### src/hdl/tks_map.vh
// register map, field layout, codes and timing for the touch key parameter block
//
// Behaviour
// touch byte: keys 1..4 in bits 0..3, touched reads 1, bits 7..4 zero
// enable request bit 7: 0 enables the selected key, 1 disables it
// enable request bits 3..0: 0 selects all keys, 1..4 select one key
// sleep config bit 6 clear: low power stays active whatever the keys do
// bit 6 set: low power paused while any key detects, resumed afterwards
// duration factor 0x00 or 0x20..0x3E disables low power
// factor 0x01..0x19 sleeps factor times 20 ms per interval
// factor 0x3F enters deep sleep immediately
// deep sleep left only by reset or a frame carrying our address
// any bus activity wakes the device from sleep
// our address seen in low power is not acknowledged but wakes us
// host repeats a command whose address went unacknowledged while waking
// output level bytes: byte one outputs 1..8, byte two outputs 9..13
// group policy bit 0: first touched key locks out the group's others
// group policy bit 1: only the strongest touched key of the group reports
// membership byte bit x-1 places the key in group x, several allowed
// debug codes 0x01 cal, 0x02 released, 0x04 touched, 0x08 error, 0x11 recal
// debug codes 0x14 detect filter, 0x24 release filter
// any key enable change recalibrates every key still enabled
// opcode 0x92 then config byte selects sleep; answered with a result code
// opcode 0x97 then request byte changes one key enable; result code follows
// bytes 0x00 0x09 then policy and memberships define groups; result code
// reserved bits read zero and are ignored on writes
// sleep intervals timed by a 20 ms tick from the own clock
`ifndef TKS_MAP_VH
`define TKS_MAP_VH

// register offsets
`define TKS_REG_OPCODE 4'h0
`define TKS_REG_SLEEP 4'h1
`define TKS_REG_KEYEN 4'h2
`define TKS_REG_POLICY 4'h3
`define TKS_REG_MEMB0 4'h4
`define TKS_REG_MEMB3 4'h7
`define TKS_REG_OUT1 4'h8
`define TKS_REG_OUT2 4'h9
`define TKS_REG_TOUCH 4'hA
`define TKS_REG_RESULT 4'hB
`define TKS_REG_DBG0 4'hC
`define TKS_REG_DBG3 4'hF

// opcodes
`define TKS_OP_SLEEP 8'h92
`define TKS_OP_KEYEN 8'h97
`define TKS_OP_GROUP 16'h0009

// result codes
`define TKS_RES_OK 8'h01
`define TKS_RES_BADCMD 8'h83
`define TKS_RES_BADPAR 8'h85

// field positions
`define TKS_EN_STATE_BIT 7
`define TKS_FREERUN_BIT 6
`define TKS_KEYID_ALL 4'h0
`define TKS_KEYID_MAX 4'h4
`define TKS_OUT2_MASK 8'h1F

// sleep duration factor values
`define TKS_FAC_OFF 6'h00
`define TKS_FAC_MAX_LP 6'h19
`define TKS_FAC_DEEP 6'h3F

// debug codes
`define TKS_DBG_CAL 8'h01
`define TKS_DBG_REL 8'h02
`define TKS_DBG_TOUCH 8'h04
`define TKS_DBG_ERR 8'h08
`define TKS_DBG_RECAL 8'h11
`define TKS_DBG_DI 8'h14
`define TKS_DBG_EDI 8'h24

// timing
`define TKS_CLK_HZ 200000000
`define TKS_TICK_MS 20
`define TKS_TICK_CYC ((`TKS_CLK_HZ / 1000) * `TKS_TICK_MS)

`endif

### src/hdl/tks_group.v
// one suppression group: decides which member keys may report
`include "tks_map.vh"
module tks_group #(
    parameter KEYS = 4,
    parameter LW = 8
) (
    input wire i_clk,
    input wire i_rstn,
    input wire [KEYS-1:0] i_member,
    input wire i_policy,
    input wire [KEYS-1:0] i_touch,
    input wire [KEYS*LW-1:0] i_level,
    output reg [KEYS-1:0] o_allow
);
    reg [KEYS-1:0] owner;
    reg [KEYS-1:0] next_owner;
    reg [KEYS-1:0] best;
    reg [LW-1:0] best_lvl;
    reg found;
    wire [KEYS-1:0] hits = i_touch & i_member;
    integer k, j;

    // lock owner: first touched member, lowest index on a tie
    always @* begin
        next_owner = owner;
        found = 1'b0;
        if ((owner & hits) == {KEYS{1'b0}}) begin
            next_owner = {KEYS{1'b0}};
            for (k = 0; k < KEYS; k = k + 1) begin
                if (hits[k] && !found) begin
                    next_owner[k] = 1'b1;
                    found = 1'b1;
                end
            end
        end
    end

    always @(posedge i_clk or negedge i_rstn) begin
        if (!i_rstn) begin
            owner <= {KEYS{1'b0}};
        end else begin
            owner <= next_owner;
        end
    end

    // strongest touched member, lowest index wins equal levels
    always @* begin
        best = {KEYS{1'b0}};
        best_lvl = {LW{1'b0}};
        for (j = 0; j < KEYS; j = j + 1) begin
            if (hits[j] && (best == {KEYS{1'b0}} || i_level[j*LW +: LW] > best_lvl)) begin
                best = {KEYS{1'b0}};
                best[j] = 1'b1;
                best_lvl = i_level[j*LW +: LW];
            end
        end
    end

    // non-members are never held back by this group
    always @* begin
        if (i_policy) begin
            o_allow = ~i_member | best;
        end else begin
            o_allow = ~i_member | next_owner;
        end
    end
endmodule

### src/hdl/tks_top.v
// parameter decoding, key state reporting, sleep control and bus wake detection
`include "tks_map.vh"
module tks_top #(
    parameter KEYS = 4,
    parameter GROUPS = 8,
    parameter LW = 8,
    parameter OUTS = 13,
    parameter TICK_CYC = `TKS_TICK_CYC,
    parameter [6:0] DEV_ADDR = 7'h2A // arbitrary default bus address
) (
    input wire i_clk,
    input wire i_resetn,
    input wire [3:0] i_addr,
    input wire [7:0] i_wdata,
    input wire i_wr,
    input wire i_rd,
    output reg [7:0] o_rdata,
    input wire [KEYS-1:0] i_key_detect,
    input wire [KEYS*LW-1:0] i_key_level,
    input wire [KEYS-1:0] i_key_cal,
    input wire [KEYS-1:0] i_key_err,
    input wire [KEYS-1:0] i_key_recal_filt,
    input wire [KEYS-1:0] i_key_di_filt,
    input wire [KEYS-1:0] i_key_edi_filt,
    input wire i_scl,
    input wire i_sda,
    output reg [KEYS-1:0] o_key_enable,
    output reg o_recal_start,
    output reg [OUTS-1:0] o_general_output,
    output reg o_asleep,
    output reg o_deep_sleep,
    output reg o_scan_wake,
    output reg o_bus_wake
);
    // reset release through two flops
    reg rst_meta, rstn;
    always @(posedge i_clk or negedge i_resetn) begin
        if (!i_resetn) begin
            rst_meta <= 1'b0;
            rstn <= 1'b0;
        end else begin
            rst_meta <= 1'b1;
            rstn <= rst_meta;
        end
    end

    // parameter storage
    reg [15:0] opcode_hist;
    reg [7:0] sleep_config_byte, suppression_group_policy;
    reg [GROUPS*KEYS-1:0] memb_flat;
    reg [7:0] result_code, packed_touch_byte;
    reg [8*KEYS-1:0] dbg_flat;
    reg deep_req;

    wire [5:0] factor = sleep_config_byte[5:0];
    wire freerun = sleep_config_byte[`TKS_FREERUN_BIT];
    wire sleep_ok = (opcode_hist[7:0] == `TKS_OP_SLEEP);
    wire keyen_ok = (opcode_hist[7:0] == `TKS_OP_KEYEN);
    wire group_ok = (opcode_hist == `TKS_OP_GROUP);
    wire [3:0] key_id = i_wdata[3:0];
    wire key_id_ok = (key_id <= `TKS_KEYID_MAX);
    wire wr_memb = (i_addr >= `TKS_REG_MEMB0) && (i_addr <= `TKS_REG_MEMB3);
    wire [1:0] memb_idx = i_addr[1:0]; // membership block sits on a four-aligned offset

    // new key enable mask from a request byte
    reg [KEYS-1:0] next_enable;
    integer n;
    always @* begin
        next_enable = o_key_enable;
        for (n = 0; n < KEYS; n = n + 1) begin
            if (key_id == `TKS_KEYID_ALL || key_id == n[3:0] + 4'h1) begin
                next_enable[n] = ~i_wdata[`TKS_EN_STATE_BIT];
            end
        end
    end

    // register writes; sleep, enable, policy and membership bytes count only after their opcode, output levels need none
    always @(posedge i_clk or negedge rstn) begin
        if (!rstn) begin
            opcode_hist <= 16'h0000;
            sleep_config_byte <= 8'h00;
            suppression_group_policy <= 8'h00;
            memb_flat <= {GROUPS*KEYS{1'b0}};
            result_code <= `TKS_RES_OK;
            o_key_enable <= {KEYS{1'b1}};
            o_recal_start <= 1'b0;
            o_general_output <= {OUTS{1'b0}};
            deep_req <= 1'b0;
        end else begin
            o_recal_start <= 1'b0;
            deep_req <= 1'b0;
            if (i_wr) begin
                case (i_addr)
                    `TKS_REG_OPCODE: opcode_hist <= {opcode_hist[7:0], i_wdata};
                    `TKS_REG_SLEEP: begin
                        if (sleep_ok) begin
                            sleep_config_byte <= {1'b0, i_wdata[6:0]};
                            deep_req <= (i_wdata[5:0] == `TKS_FAC_DEEP);
                            result_code <= `TKS_RES_OK;
                        end else begin
                            result_code <= `TKS_RES_BADCMD;
                        end
                    end
                    `TKS_REG_KEYEN: begin
                        if (!keyen_ok) begin
                            result_code <= `TKS_RES_BADCMD;
                        end else if (!key_id_ok) begin
                            result_code <= `TKS_RES_BADPAR;
                        end else begin
                            o_key_enable <= next_enable;
                            o_recal_start <= 1'b1;
                            result_code <= `TKS_RES_OK;
                        end
                    end
                    `TKS_REG_POLICY: begin
                        if (group_ok) begin
                            suppression_group_policy <= i_wdata;
                            result_code <= `TKS_RES_OK;
                        end else begin
                            result_code <= `TKS_RES_BADCMD;
                        end
                    end
                    `TKS_REG_OUT1: o_general_output[7:0] <= i_wdata;
                    `TKS_REG_OUT2: o_general_output[OUTS-1:8] <= i_wdata[OUTS-9:0];
                    default: begin
                        if (wr_memb) begin
                            if (group_ok) begin
                                memb_flat[memb_idx*GROUPS +: GROUPS] <= i_wdata;
                                result_code <= `TKS_RES_OK;
                            end else begin
                                result_code <= `TKS_RES_BADCMD;
                            end
                        end
                    end
                endcase
            end
        end
    end

    // per-group suppression; membership regrouped by group
    wire [GROUPS*KEYS-1:0] allow_flat;
    genvar g, q;
    generate
        for (g = 0; g < GROUPS; g = g + 1) begin : grp
            wire [KEYS-1:0] member;
            for (q = 0; q < KEYS; q = q + 1) begin : mb
                assign member[q] = memb_flat[q*GROUPS + g];
            end
            tks_group #(.KEYS(KEYS), .LW(LW)) u_grp (
                .i_clk(i_clk),
                .i_rstn(rstn),
                .i_member(member),
                .i_policy(suppression_group_policy[g]),
                .i_touch(i_key_detect & o_key_enable),
                .i_level(i_key_level),
                .o_allow(allow_flat[g*KEYS +: KEYS])
            );
        end
    endgenerate

    // a key reports only if every group it sits in lets it through
    reg [KEYS-1:0] allow_all;
    integer a;
    always @* begin
        allow_all = {KEYS{1'b1}};
        for (a = 0; a < GROUPS; a = a + 1) begin
            allow_all = allow_all & allow_flat[a*KEYS +: KEYS];
        end
    end

    // debug code per key, faults and calibration first
    reg [8*KEYS-1:0] next_dbg;
    integer d;
    always @* begin
        next_dbg = {8*KEYS{1'b0}};
        for (d = 0; d < KEYS; d = d + 1) begin
            if (i_key_err[d]) begin
                next_dbg[d*8 +: 8] = `TKS_DBG_ERR;
            end else if (i_key_cal[d]) begin
                next_dbg[d*8 +: 8] = `TKS_DBG_CAL;
            end else if (i_key_recal_filt[d]) begin
                next_dbg[d*8 +: 8] = `TKS_DBG_RECAL;
            end else if (i_key_di_filt[d]) begin
                next_dbg[d*8 +: 8] = `TKS_DBG_DI;
            end else if (i_key_edi_filt[d]) begin
                next_dbg[d*8 +: 8] = `TKS_DBG_EDI;
            end else if (i_key_detect[d]) begin
                next_dbg[d*8 +: 8] = `TKS_DBG_TOUCH;
            end else begin
                next_dbg[d*8 +: 8] = `TKS_DBG_REL;
            end
        end
    end

    always @(posedge i_clk or negedge rstn) begin
        if (!rstn) begin
            packed_touch_byte <= 8'h00;
            dbg_flat <= {8*KEYS{1'b0}};
        end else begin
            packed_touch_byte <= {{(8-KEYS){1'b0}}, i_key_detect & o_key_enable & allow_all};
            dbg_flat <= next_dbg;
        end
    end

    // read port: data stand the cycle after the strobe, zero otherwise
    always @(posedge i_clk or negedge rstn) begin
        if (!rstn) begin
            o_rdata <= 8'h00;
        end else if (i_rd) begin
            case (i_addr)
                `TKS_REG_OPCODE: o_rdata <= opcode_hist[7:0];
                `TKS_REG_SLEEP: o_rdata <= sleep_config_byte;
                `TKS_REG_KEYEN: o_rdata <= {{(8-KEYS){1'b0}}, o_key_enable};
                `TKS_REG_POLICY: o_rdata <= suppression_group_policy;
                `TKS_REG_OUT1: o_rdata <= o_general_output[7:0];
                `TKS_REG_OUT2: o_rdata <= {{(16-OUTS){1'b0}}, o_general_output[OUTS-1:8]};
                `TKS_REG_TOUCH: o_rdata <= packed_touch_byte;
                `TKS_REG_RESULT: o_rdata <= result_code;
                default: begin
                    if (wr_memb) begin
                        o_rdata <= memb_flat[memb_idx*GROUPS +: GROUPS];
                    end else if (i_addr >= `TKS_REG_DBG0) begin
                        o_rdata <= dbg_flat[(i_addr[1:0] - 2'd0)*8 +: 8];
                    end else begin
                        o_rdata <= 8'h00;
                    end
                end
            endcase
        end else begin
            o_rdata <= 8'h00;
        end
    end

    // bus pins: two flops, then one more for edge finding
    reg [1:0] scl_s, sda_s;
    reg scl_d, sda_d;
    always @(posedge i_clk or negedge rstn) begin
        if (!rstn) begin
            scl_s <= 2'b11;
            sda_s <= 2'b11;
            scl_d <= 1'b1;
            sda_d <= 1'b1;
        end else begin
            scl_s <= {scl_s[0], i_scl};
            sda_s <= {sda_s[0], i_sda};
            scl_d <= scl_s[1];
            sda_d <= sda_s[1];
        end
    end
    wire scl_rise = scl_s[1] & ~scl_d;
    wire bus_act = (scl_s[1] ^ scl_d) | (sda_s[1] ^ sda_d);
    wire bus_start = scl_s[1] & scl_d & sda_d & ~sda_s[1];

    // address snoop after a start; never drives the data line, so no acknowledge
    reg [3:0] bit_cnt;
    reg [7:0] addr_sh;
    reg addr_hit;
    always @(posedge i_clk or negedge rstn) begin
        if (!rstn) begin
            bit_cnt <= 4'h0;
            addr_sh <= 8'h00;
            addr_hit <= 1'b0;
        end else begin
            addr_hit <= 1'b0;
            if (bus_start) begin
                bit_cnt <= 4'h8;
            end else if (scl_rise && bit_cnt != 4'h0) begin
                addr_sh <= {addr_sh[6:0], sda_s[1]};
                bit_cnt <= bit_cnt - 4'h1;
                if (bit_cnt == 4'h1) begin
                    addr_hit <= (addr_sh[6:0] == DEV_ADDR);
                end
            end
        end
    end

    // 20 ms tick enable
    reg [31:0] tick_cnt;
    wire tick = (tick_cnt == TICK_CYC - 1);
    always @(posedge i_clk or negedge rstn) begin
        if (!rstn) begin
            tick_cnt <= 32'h0;
        end else if (tick) begin
            tick_cnt <= 32'h0;
        end else begin
            tick_cnt <= tick_cnt + 32'h1;
        end
    end

    // low power wanted: factor in range, not paused by a detecting key
    wire lp_factor = (factor != `TKS_FAC_OFF) && (factor <= `TKS_FAC_MAX_LP);
    wire lp_pause = freerun && (i_key_detect != {KEYS{1'b0}});
    wire lp_want = lp_factor && !lp_pause;

    // power state machine
    localparam [1:0] PS_RUN = 2'h0, PS_SLEEP = 2'h1, PS_DEEP = 2'h2; // binary state codes
    reg [1:0] pstate;
    reg [5:0] slp_cnt;
    always @(posedge i_clk or negedge rstn) begin
        if (!rstn) begin
            pstate <= PS_RUN;
            slp_cnt <= 6'h00;
            o_asleep <= 1'b0;
            o_deep_sleep <= 1'b0;
            o_scan_wake <= 1'b0;
            o_bus_wake <= 1'b0;
        end else begin
            o_scan_wake <= 1'b0;
            o_bus_wake <= 1'b0;
            case (pstate)
                PS_RUN: begin
                    if (deep_req) begin
                        pstate <= PS_DEEP;
                        o_deep_sleep <= 1'b1;
                        o_asleep <= 1'b1;
                    end else if (lp_want && tick) begin
                        pstate <= PS_SLEEP;
                        slp_cnt <= 6'h00;
                        o_asleep <= 1'b1;
                    end
                end
                PS_SLEEP: begin
                    if (deep_req) begin
                        pstate <= PS_DEEP;
                        o_deep_sleep <= 1'b1;
                    end else if (bus_act || !lp_want) begin
                        pstate <= PS_RUN;
                        o_asleep <= 1'b0;
                        o_bus_wake <= bus_act;
                    end else if (tick) begin
                        if (slp_cnt + 6'h01 >= factor) begin
                            slp_cnt <= 6'h00;
                            o_scan_wake <= 1'b1;
                        end else begin
                            slp_cnt <= slp_cnt + 6'h01;
                        end
                    end
                end
                PS_DEEP: begin
                    if (addr_hit) begin
                        pstate <= PS_RUN;
                        o_deep_sleep <= 1'b0;
                        o_asleep <= 1'b0;
                        o_bus_wake <= 1'b1;
                    end
                end
                default: begin
                    pstate <= PS_RUN;
                    o_asleep <= 1'b0;
                    o_deep_sleep <= 1'b0;
                end
            endcase
        end
    end
endmodule

### config.mk
export PLATFORM = sky130hd
export DESIGN_NAME = tks_top
export DESIGN_NICKNAME = d
export VERILOG_FILES = /design/src/hdl/tks_group.v /design/src/hdl/tks_top.v
export VERILOG_INCLUDE_DIRS = /design/src /design/src/hdl
export SDC_FILE = /design/constraint.sdc
export NUM_CORES = 1
export LEC_CHECK = 0
export BUFFER_PORTS_ARGS = -buffer_cell sky130_fd_sc_hd__buf_2
export CORE_MARGIN = 2
export CORE_UTILIZATION = 35
export CTS_CLUSTER_SIZE = 14
export DETAILED_ROUTE_END_ITERATION = 16
export MAX_ROUTING_LAYER = met4
export PLACE_DENSITY = 0.55
export SLEW_MARGIN = 40
export SYNTH_ARGS = -nofsm -noshare
export SYNTH_HDL_FRONTEND = slang
export SYNTH_SLANG_ARGS = --single-unit
### constraint.sdc
create_clock -name i_clk -period 19.1 [get_ports i_clk]
set_input_delay 1.91 -clock i_clk [delete_from_list [all_inputs] [get_ports i_clk]]
set_output_delay 1.91 -clock i_clk [all_outputs]
set_load 0.05 [all_outputs]
==> flow_metrics.py, run 1 <==
metrics = {
    "synth": {
        "synth_edf_count": 0,
        "synth.area.top_cells": "dfrtp_1, ha_1, nand2_1",
        "avgSynthCellArea_sq_um": 9.03,
        "ys_ff_latch": 217,
        "ys_types": 88,
        "ys.flop_type": "dfrtp_1",
        "yosysMostFrequentCell": "nand2_1",
        "synth_nets": 2173,
        "synth_warnings": 0,
        "seq_area_frac_synth_pct": 32.0,
        "syn_area_sq_um": 17000,
        "synth.top_cell.area_share_pct": 30.5,
        "synthTopCellsByCount": "nand2_1, ha_1, dfrtp_1",
        "synth_top_area_cell": "dfrtp_1",
        "synth_cells": 1884,
        "ys_async_sr_fraction_pct": 100,
    },
    "setup_path": {
        "crit_type": "input port to flop",
        "arrival_ps": 8390,
        "start_kind": "input port",
        "critPathLaunch": "i_key_detect[0]",
        "end_kind": "flop",
        "crit_path_max_fanout": 25,
        "cp_data_required_time_ps": 19560,
        "r2r-start": "o_key_enable[0]$_DFFE_PN1P_",
        "r2r_cells": 22,
    },
    "sta": {
        "rsz0062_at_grt": "false",
        "hold_viol": 0,
        "period_share_pct": 41.5,
        "tightest_slew_ps": 907,
        "max_freq_ghz": 0.126,
        "holdWs_ps": 246,
        "setup_tns_ps": 0,
        "setup_viol_count_final": 0,
        "finClkSkew_ps": 22.4,
        "drv_slew": 0,
        "period_needed_ps": 7930,
        "maxSlewHeadroom_pct": 39.1,
    },
    "routing": {
        "wl_um": 58600,
        "first_pass_iters": 5,
        "wire_per_inst_um": 22.8,
        "vias": 15600,
        "viasPerCell": 6.08,
        "ant_nets": 0,
        "drc_errors": 0,
        "drtIter0Drc": 1303,
    },
    "floorplan": {
        "num_rows": 80,
        "core-area_sq_um": 47800,
        "ioPinCount": 104,
        "die_area_sq_um": 50400,
        "die_y_um": 224,
        "floorplan.initialDensity_pct": 35.5,
        "die_w_um": 224,
    },
    "cts": {
        "post_cts_resize_count": 0,
        "ctsRootBufferMaster": "clkbuf_16",
        "clkTransAtPathRegs_ps": 60,
        "clkLatencyLatePin_ps": 540,
        "post-cts-setup-buffer-count": 0,
        "clockBufferDepth": 3,
        "cts_hold_buffers": 0,
        "cts_tree": "done",
        "cts_made_buffers": 25,
        "htreeDepth": 1,
        "cts.sinks": 217,
    },
    "grt": {
        "grt_pass1_wl_um": 89500,
        "grt_antenna_before_repair": 1,
        "grt_max_degree": 155,
        "grt_pass1_vias": 15300,
        "overflow": 0,
        "grt_use_total_pct": 23.6,
    },
    "finish": {
        "nFillCells": 4729,
        "design_area_sq_um": 19000,
        "final_cell_count_no_fill": 2566,
        "synthToLayoutAreaGrowth_pct": 11.5,
        "fin_nets": 2221,
        "drive_gt1_share_pct": 14.9,
    },
    "placed_design": {
        "place_congestion": 0.922,
        "place_area_sq_um": 18100,
        "place_inst": 2519,
        "post-dp-hpwl_um": 41300,
        "io_buffer_count": 103,
    },
    "power": {
        "power_leakage_nw": 8.15,
        "power.internal_mw": 0.861,
        "peakVddDrop_mv": 0.0526,
        "seq_power_share_pct": 42.5,
        "power_switching_mw": 0.365,
        "p_clk_share_pct": 39.5,
        "p_per_area_nw_per_um2": 64.7,
        "combPwrFrac_pct": 18.0,
        "p_sw_share_pct": 29.8,
    },
    "min_path": {
        "hold_path.class": "flop to async pin",
    },
    "job": {
        "maxCapViolCount": 0,
    },
    "outcome": {
        "status": "completed",
    },
}
-- placed cells by master (no fill, tap or decap), drive strengths merged, types with 43 or more instances in the layout --
cell type,n
o21ai,132
nor2,80
dfrtp,207
buf,109
inv,43
ha,215
mux2,83
nand2,277
nand3,57
nand4,86
a22oi,69
a21oi,102
-- final cells by class --
class / instances / area (sq um) / share of cell area [%]
multi-input cells: 1537 / 11100 / 58.8
repair buffers: 109 / 606 / 3.19
well taps: 615 / 769 / 4.06
inverters: 42 / 158 / 0.832
clock buffers: 36 / 727 / 3.84
diodes: 1 / 2.50 / 0.0132
clock inverters: 9 / 104 / 0.548
flip-flops and latches: 217 / 5450 / 28.7
-- cell families after synthesis --
family | after synthesis | synth area share [%]
AND/OR/NAND/NOR | 692 | 20.5
other | 1 | 0.0221
buffers and inverters | 130 | 2.96
multiplexers | 108 | 8.15
XOR/XNOR | 35 | 1.80
adder cells (fa/ha/maj) | 215 | 15.8
AO/OA/AOI/OAI | 486 | 18.8
flip-flops | 217 | 32.0
-- power by group through the flow --
| stage | logic, mW | registers, mW | clock network, mW |
|---|---|---|---|
| 3_5_place_dp | 0.218 | 0.528 | 0 |
| 3_3_place_gp | 0.211 | 0.530 | 0 |
| 4_1_cts | 0.220 | 0.521 | 0.497 |
| 2_1_floorplan | 0.112 | 0.554 | 0 |
| 5_1_grt | 0.242 | 0.525 | 0.515 |
| 6_report | 0.221 | 0.521 | 0.485 |
-- state kept, by name, summed over array words and instances, names as in the netlist, 6 cells and up --
register,cells
memb_flat,32
sleep_config_byte,7
opcode_hist,16
suppression_group_policy,8
tick_cnt,32
addr_sh,7
dbg_flat,24
o_rdata,8
slp_cnt,6
o_general_output,13
grp.u_grp.owner,32
-- final timing paths --
check                                             endpoint  slack, ps
max in group asynchronous  grp[6].u_grp.owner[2]$_DFF_PN0_      17700
hold / removal                      tick_cnt[13]$_DFF_PN0_        250
setup reg to reg            packed_touch_byte[0]$_DFF_PN0_      12030
setup / recovery            packed_touch_byte[0]$_DFF_PN0_      11170
hold reg to reg                     tick_cnt[13]$_DFF_PN0_        250
min in group i_clk                      scl_s[1]$_DFF_PN1_        350
-- layer usage --
layer / track usage, % / vias to the layer above / wire length, um
li1: - / 7202 / -
met4: 7.71 / 0 / 1780
met1: 30.0 / 7709 / 25200
met5: - / - / 0
met2: 39.2 / 549 / 28300
met3: 2.89 / 138 / 3320
-- worst max-delay path, stage by stage --
cell and delay (ps):
buf_2 110, buf_4 330, and3_1 420, nand2_1 110, ha_1 330, nor2b_1 140
o211ai_1 110, a2111oi_0 620, nor3_2 220, a22oi_1 270, ha_1 290, nor2b_1 140
o211ai_1 230, a211oi_1 170, o31ai_4 550, mux2_2 400, ha_1 290, a211oi_1 250
nor2_1 80, o2111ai_1 170, nand4_1 230, nor4bb_1 570, a2bb2oi_1 220, and4_1 210
-- stage by stage --
stage | utilization, % | setup WS, ps | total power, mW
after floorplan | - | 11950 | 0.665
after global placement | 37.6 | 10480 | 0.741
after detailed placement | 37.8 | 10410 | 0.747
after CTS | 39.5 | 10910 | 1.24
after global routing | 39.6 | 10790 | 1.28
final | 39.6 | 11170 | 1.23
Power figures use the tool's default switching activity.
==> run 2: changes to the inputs <==
--- a/config.mk
+++ b/config.mk
@@ -6,6 +6,7 @@
 export SDC_FILE = /design/constraint.sdc
 export NUM_CORES = 1
 export LEC_CHECK = 0
+export ABC_AREA = 1
 export BUFFER_PORTS_ARGS = -buffer_cell sky130_fd_sc_hd__buf_2
 export CORE_MARGIN = 2
 export CORE_UTILIZATION = 35
==> constraint.sdc (replaced) <==
create_clock -name i_clk -period 8.25 [get_ports i_clk]
set_input_delay 0.825 -clock i_clk [delete_from_list [all_inputs] [get_ports i_clk]]
set_output_delay 0.825 -clock i_clk [all_outputs]
set_load 0.05 [all_outputs]
==> run 2 against run 1 <==
  * Sequential cell count did not move
  * Global-route usage grew 0.82 points
  * Register-to-register slack lost 9900 ps
  * Setup slack worse by 9100 ps
  * Sequential share of layout area is 1.5 points lower
  * Synthesized cell count increased by 40%
  * Count of clock-buffer cells in the layout down 2
  * Synthesized area grew 5.7%
  * Critical path depth increased by 13
  * Sequential power is 130% higher
  * Largest power group unchanged
==> flow_metrics.py, run 2 <==
metrics = {
    "setup_path": {
        "arrival_ps": 6600,
        "regToRegEndpoint": "packed_touch_byte[2]$_DFF_PN0_",
        "cp_data_required_time_ps": 8710,
        "crit_top_cell": "nand2_1",
        "crit_path_top_delay_cell": "dfstp_2",
        "crit_type": "flop to flop",
        "r2r_cells": 37,
        "r2r_slack_ps": 2110,
        "cpPeakStageDelay_ps": 660,
        "end_kind": "flop",
        "start_kind": "flop",
        "crit_path_max_fanout": 19,
        "r2r-start": "o_key_enable[0]$_DFFE_PN1P_",
    },
    "synth": {
        "synthSimpleGateAreaFrac_pct": 30.1,
        "yosysMostFrequentCell": "nand2_1",
        "ys_types": 56,
        "synthMuxAreaShare_pct": 0.188,
        "ys_async_sr_fraction_pct": 100,
        "synth_top_family_by_area": "simple AND/OR/NAND/NOR gates",
        "synthAdderAreaFrac_pct": 15.0,
        "synth_cells": 2636,
        "avgSynthCellArea_sq_um": 6.82,
        "syn_area_sq_um": 18000,
        "synth_warnings": 0,
        "synth.top_cell.area_share_pct": 28.8,
        "synth_nets": 2925,
        "synth_top_area_cell": "dfrtp_1",
        "ys_ff_latch": 217,
        "synthTopCellsByCount": "nand2_1, nor2_1, inv_1",
        "synth_edf_count": 0,
        "synth_compound_area_share_pct": 15.9,
        "synthXorXnorAreaFrac_pct": 0.926,
        "seq_area_frac_synth_pct": 30.3,
        "ys.flop_type": "dfrtp_1",
        "synth.area.top_cells": "dfrtp_1, nand2_1, ha_1",
    },
    "sta": {
        "max_freq_ghz": 0.163,
        "finClkSkew_ps": 14.1,
        "period_needed_ps": 6140,
        "drv_slew": 0,
        "setup_tns_ps": 0,
        "maxSlewHeadroom_pct": 43.3,
        "holdWs_ps": 70.6,
        "rsz0062_at_grt": "false",
        "tightest_slew_ps": 850,
        "period_share_pct": 74.4,
        "setup_viol_count_final": 0,
        "hold_viol": 0,
    },
    "power": {
        "peakVddDrop_mv": 0.194,
        "p_clk_share_pct": 38.3,
        "power.internal_mw": 1.98,
        "combPwrFrac_pct": 20.2,
        "power_leakage_nw": 10.0,
        "p_per_area_nw_per_um2": 144,
        "p_sw_share_pct": 31.6,
        "power_switching_mw": 0.912,
        "seq_power_share_pct": 41.5,
    },
    "floorplan": {
        "die_w_um": 231,
        "num_rows": 83,
        "floorplan.initialDensity_pct": 35.2,
        "die_area_sq_um": 53200,
        "ioPinCount": 104,
        "core-area_sq_um": 51100,
        "die_y_um": 231,
    },
    "outcome": {
        "status": "completed",
    },
    "finish": {
        "regArea_sq_um": 5450,
        "mostFrequentLayoutCell": "nand2_1",
        "diodes": 0,
        "final_cell_mix": "nand2_1, nor2_1, inv_1",
        "fin_nets": 3011,
        "synthToLayoutAreaGrowth_pct": 11.4,
        "multi_input_area_sq_um": 11200,
        "drive_gt1_share_pct": 7.19,
        "design_area_sq_um": 20000,
        "nFillCells": 5560,
        "reg.largest.list": "grp.u_grp.owner (32), memb_flat (32), tick_cnt (32)",
    },
    "routing": {
        "ant_nets": 0,
        "wl_um": 63200,
        "wire_per_inst_um": 18.5,
        "vias": 18000,
        "viasPerCell": 5.27,
        "drtIter0Drc": 1443,
        "first_pass_iters": 5,
        "drc_errors": 0,
    },
    "cts": {
        "ctsRootBufferMaster": "clkbuf_16",
        "clkLatencyLatePin_ps": 530,
        "cts_made_buffers": 23,
        "clkTransAtPathRegs_ps": 70,
        "post-cts-setup-buffer-count": 0,
        "htreeDepth": 1,
        "cts_hold_buffers": 0,
        "clockBufferDepth": 3,
        "post_cts_resize_count": 0,
        "cts_tree": "done",
        "cts.sinks": 217,
    },
    "grt": {
        "grt_antenna_before_repair": 0,
        "overflow": 0,
        "grt_pass1_vias": 17400,
        "grt_use_total_pct": 24.4,
        "grt_pass1_wl_um": 98800,
        "grt_max_degree": 80,
    },
    "placed_design": {
        "place_congestion": 0.988,
        "io_buffer_count": 103,
        "place_area_sq_um": 19200,
        "post-dp-hpwl_um": 48100,
    },
    "min_path": {
        "hold_path.class": "input port to async pin",
    },
    "job": {
        "maxCapViolCount": 0,
    },
}
## run 2: per-stage QoR
stage	instances	util, %	worst slack (ps)	power [mW]
6_report	3419	39.2	2110	2.89
5_1_grt	3419	39.2	1490	3.04
4_1_cts	3419	39.2	2110	2.92
3_5_place_dp	3377	37.6	1790	1.80
3_3_place_gp	3376	37.5	1810	1.78
2_1_floorplan	2636	-	1770	1.59
## run 2: area by class of cell
cell class              count  share of cell area [%]
clock buffers              34                    3.38
clock inverters             8                   0.613
inverters                 311                    5.83
multi-input cells        2060                    55.8
flip-flops and latches    217                    27.2
well taps                 680                    4.25
repair buffers            109                    2.91
## run 2: power by group through the flow
stage | registers, mW | logic, mW | clock network (mW)
after global routing | 1.21 | 0.655 | 1.17
after floorplan | 1.29 | 0.302 | 0
after detailed placement | 1.22 | 0.582 | 0
after global placement | 1.22 | 0.564 | 0
after CTS | 1.20 | 0.584 | 1.13
final | 1.20 | 0.584 | 1.11
## run 2: cell families after synthesis
group / after synthesis
AO/OA/AOI/OAI: 509
XOR/XNOR: 19
adder cells (fa/ha/maj): 215
buffers and inverters: 359
flip-flops: 217
multiplexers: 3
other: 1
AND/OR/NAND/NOR: 1313
## run 2: worst max-delay path: cells and delay by family, from the launching register on
kind                     cells  cell delay [ps]
AO/OA/AOI/OAI                6             1660
adder cells (fa/ha/maj)      3              930
buffers and inverters        6              510
flip-flops                   1              660
AND/OR/NAND/NOR             22             2270
## run 2: metal layers
layer  track usage (%)  vias to the layer above  wire (um)
met5                 -                        -          0
met4              5.58                        0       1350
met3              2.63                       83       3830
met2              39.0                      557      28300
met1              33.3                     8498      29700
li1                  -                     8881          -
## run 2: worst max-delay path by stage
stage	from	end	slack, ps	depth (start not counted)
global route	o_key_enable[0]$_DFFE_PN1P_	packed_touch_byte[1]$_DFF_PN0_	1490	37
detailed placement	i_key_detect[0]	packed_touch_byte[2]$_DFF_PN0_	1790	38
finish	o_key_enable[0]$_DFFE_PN1P_	packed_touch_byte[2]$_DFF_PN0_	2110	37
CTS	o_key_enable[0]$_DFFE_PN1P_	packed_touch_byte[2]$_DFF_PN0_	2110	37
floorplan	rstn$_DFF_PN0_	addr_hit$_DFF_PN0_	1770	0
global placement	i_key_detect[0]	packed_touch_byte[2]$_DFF_PN0_	1810	35
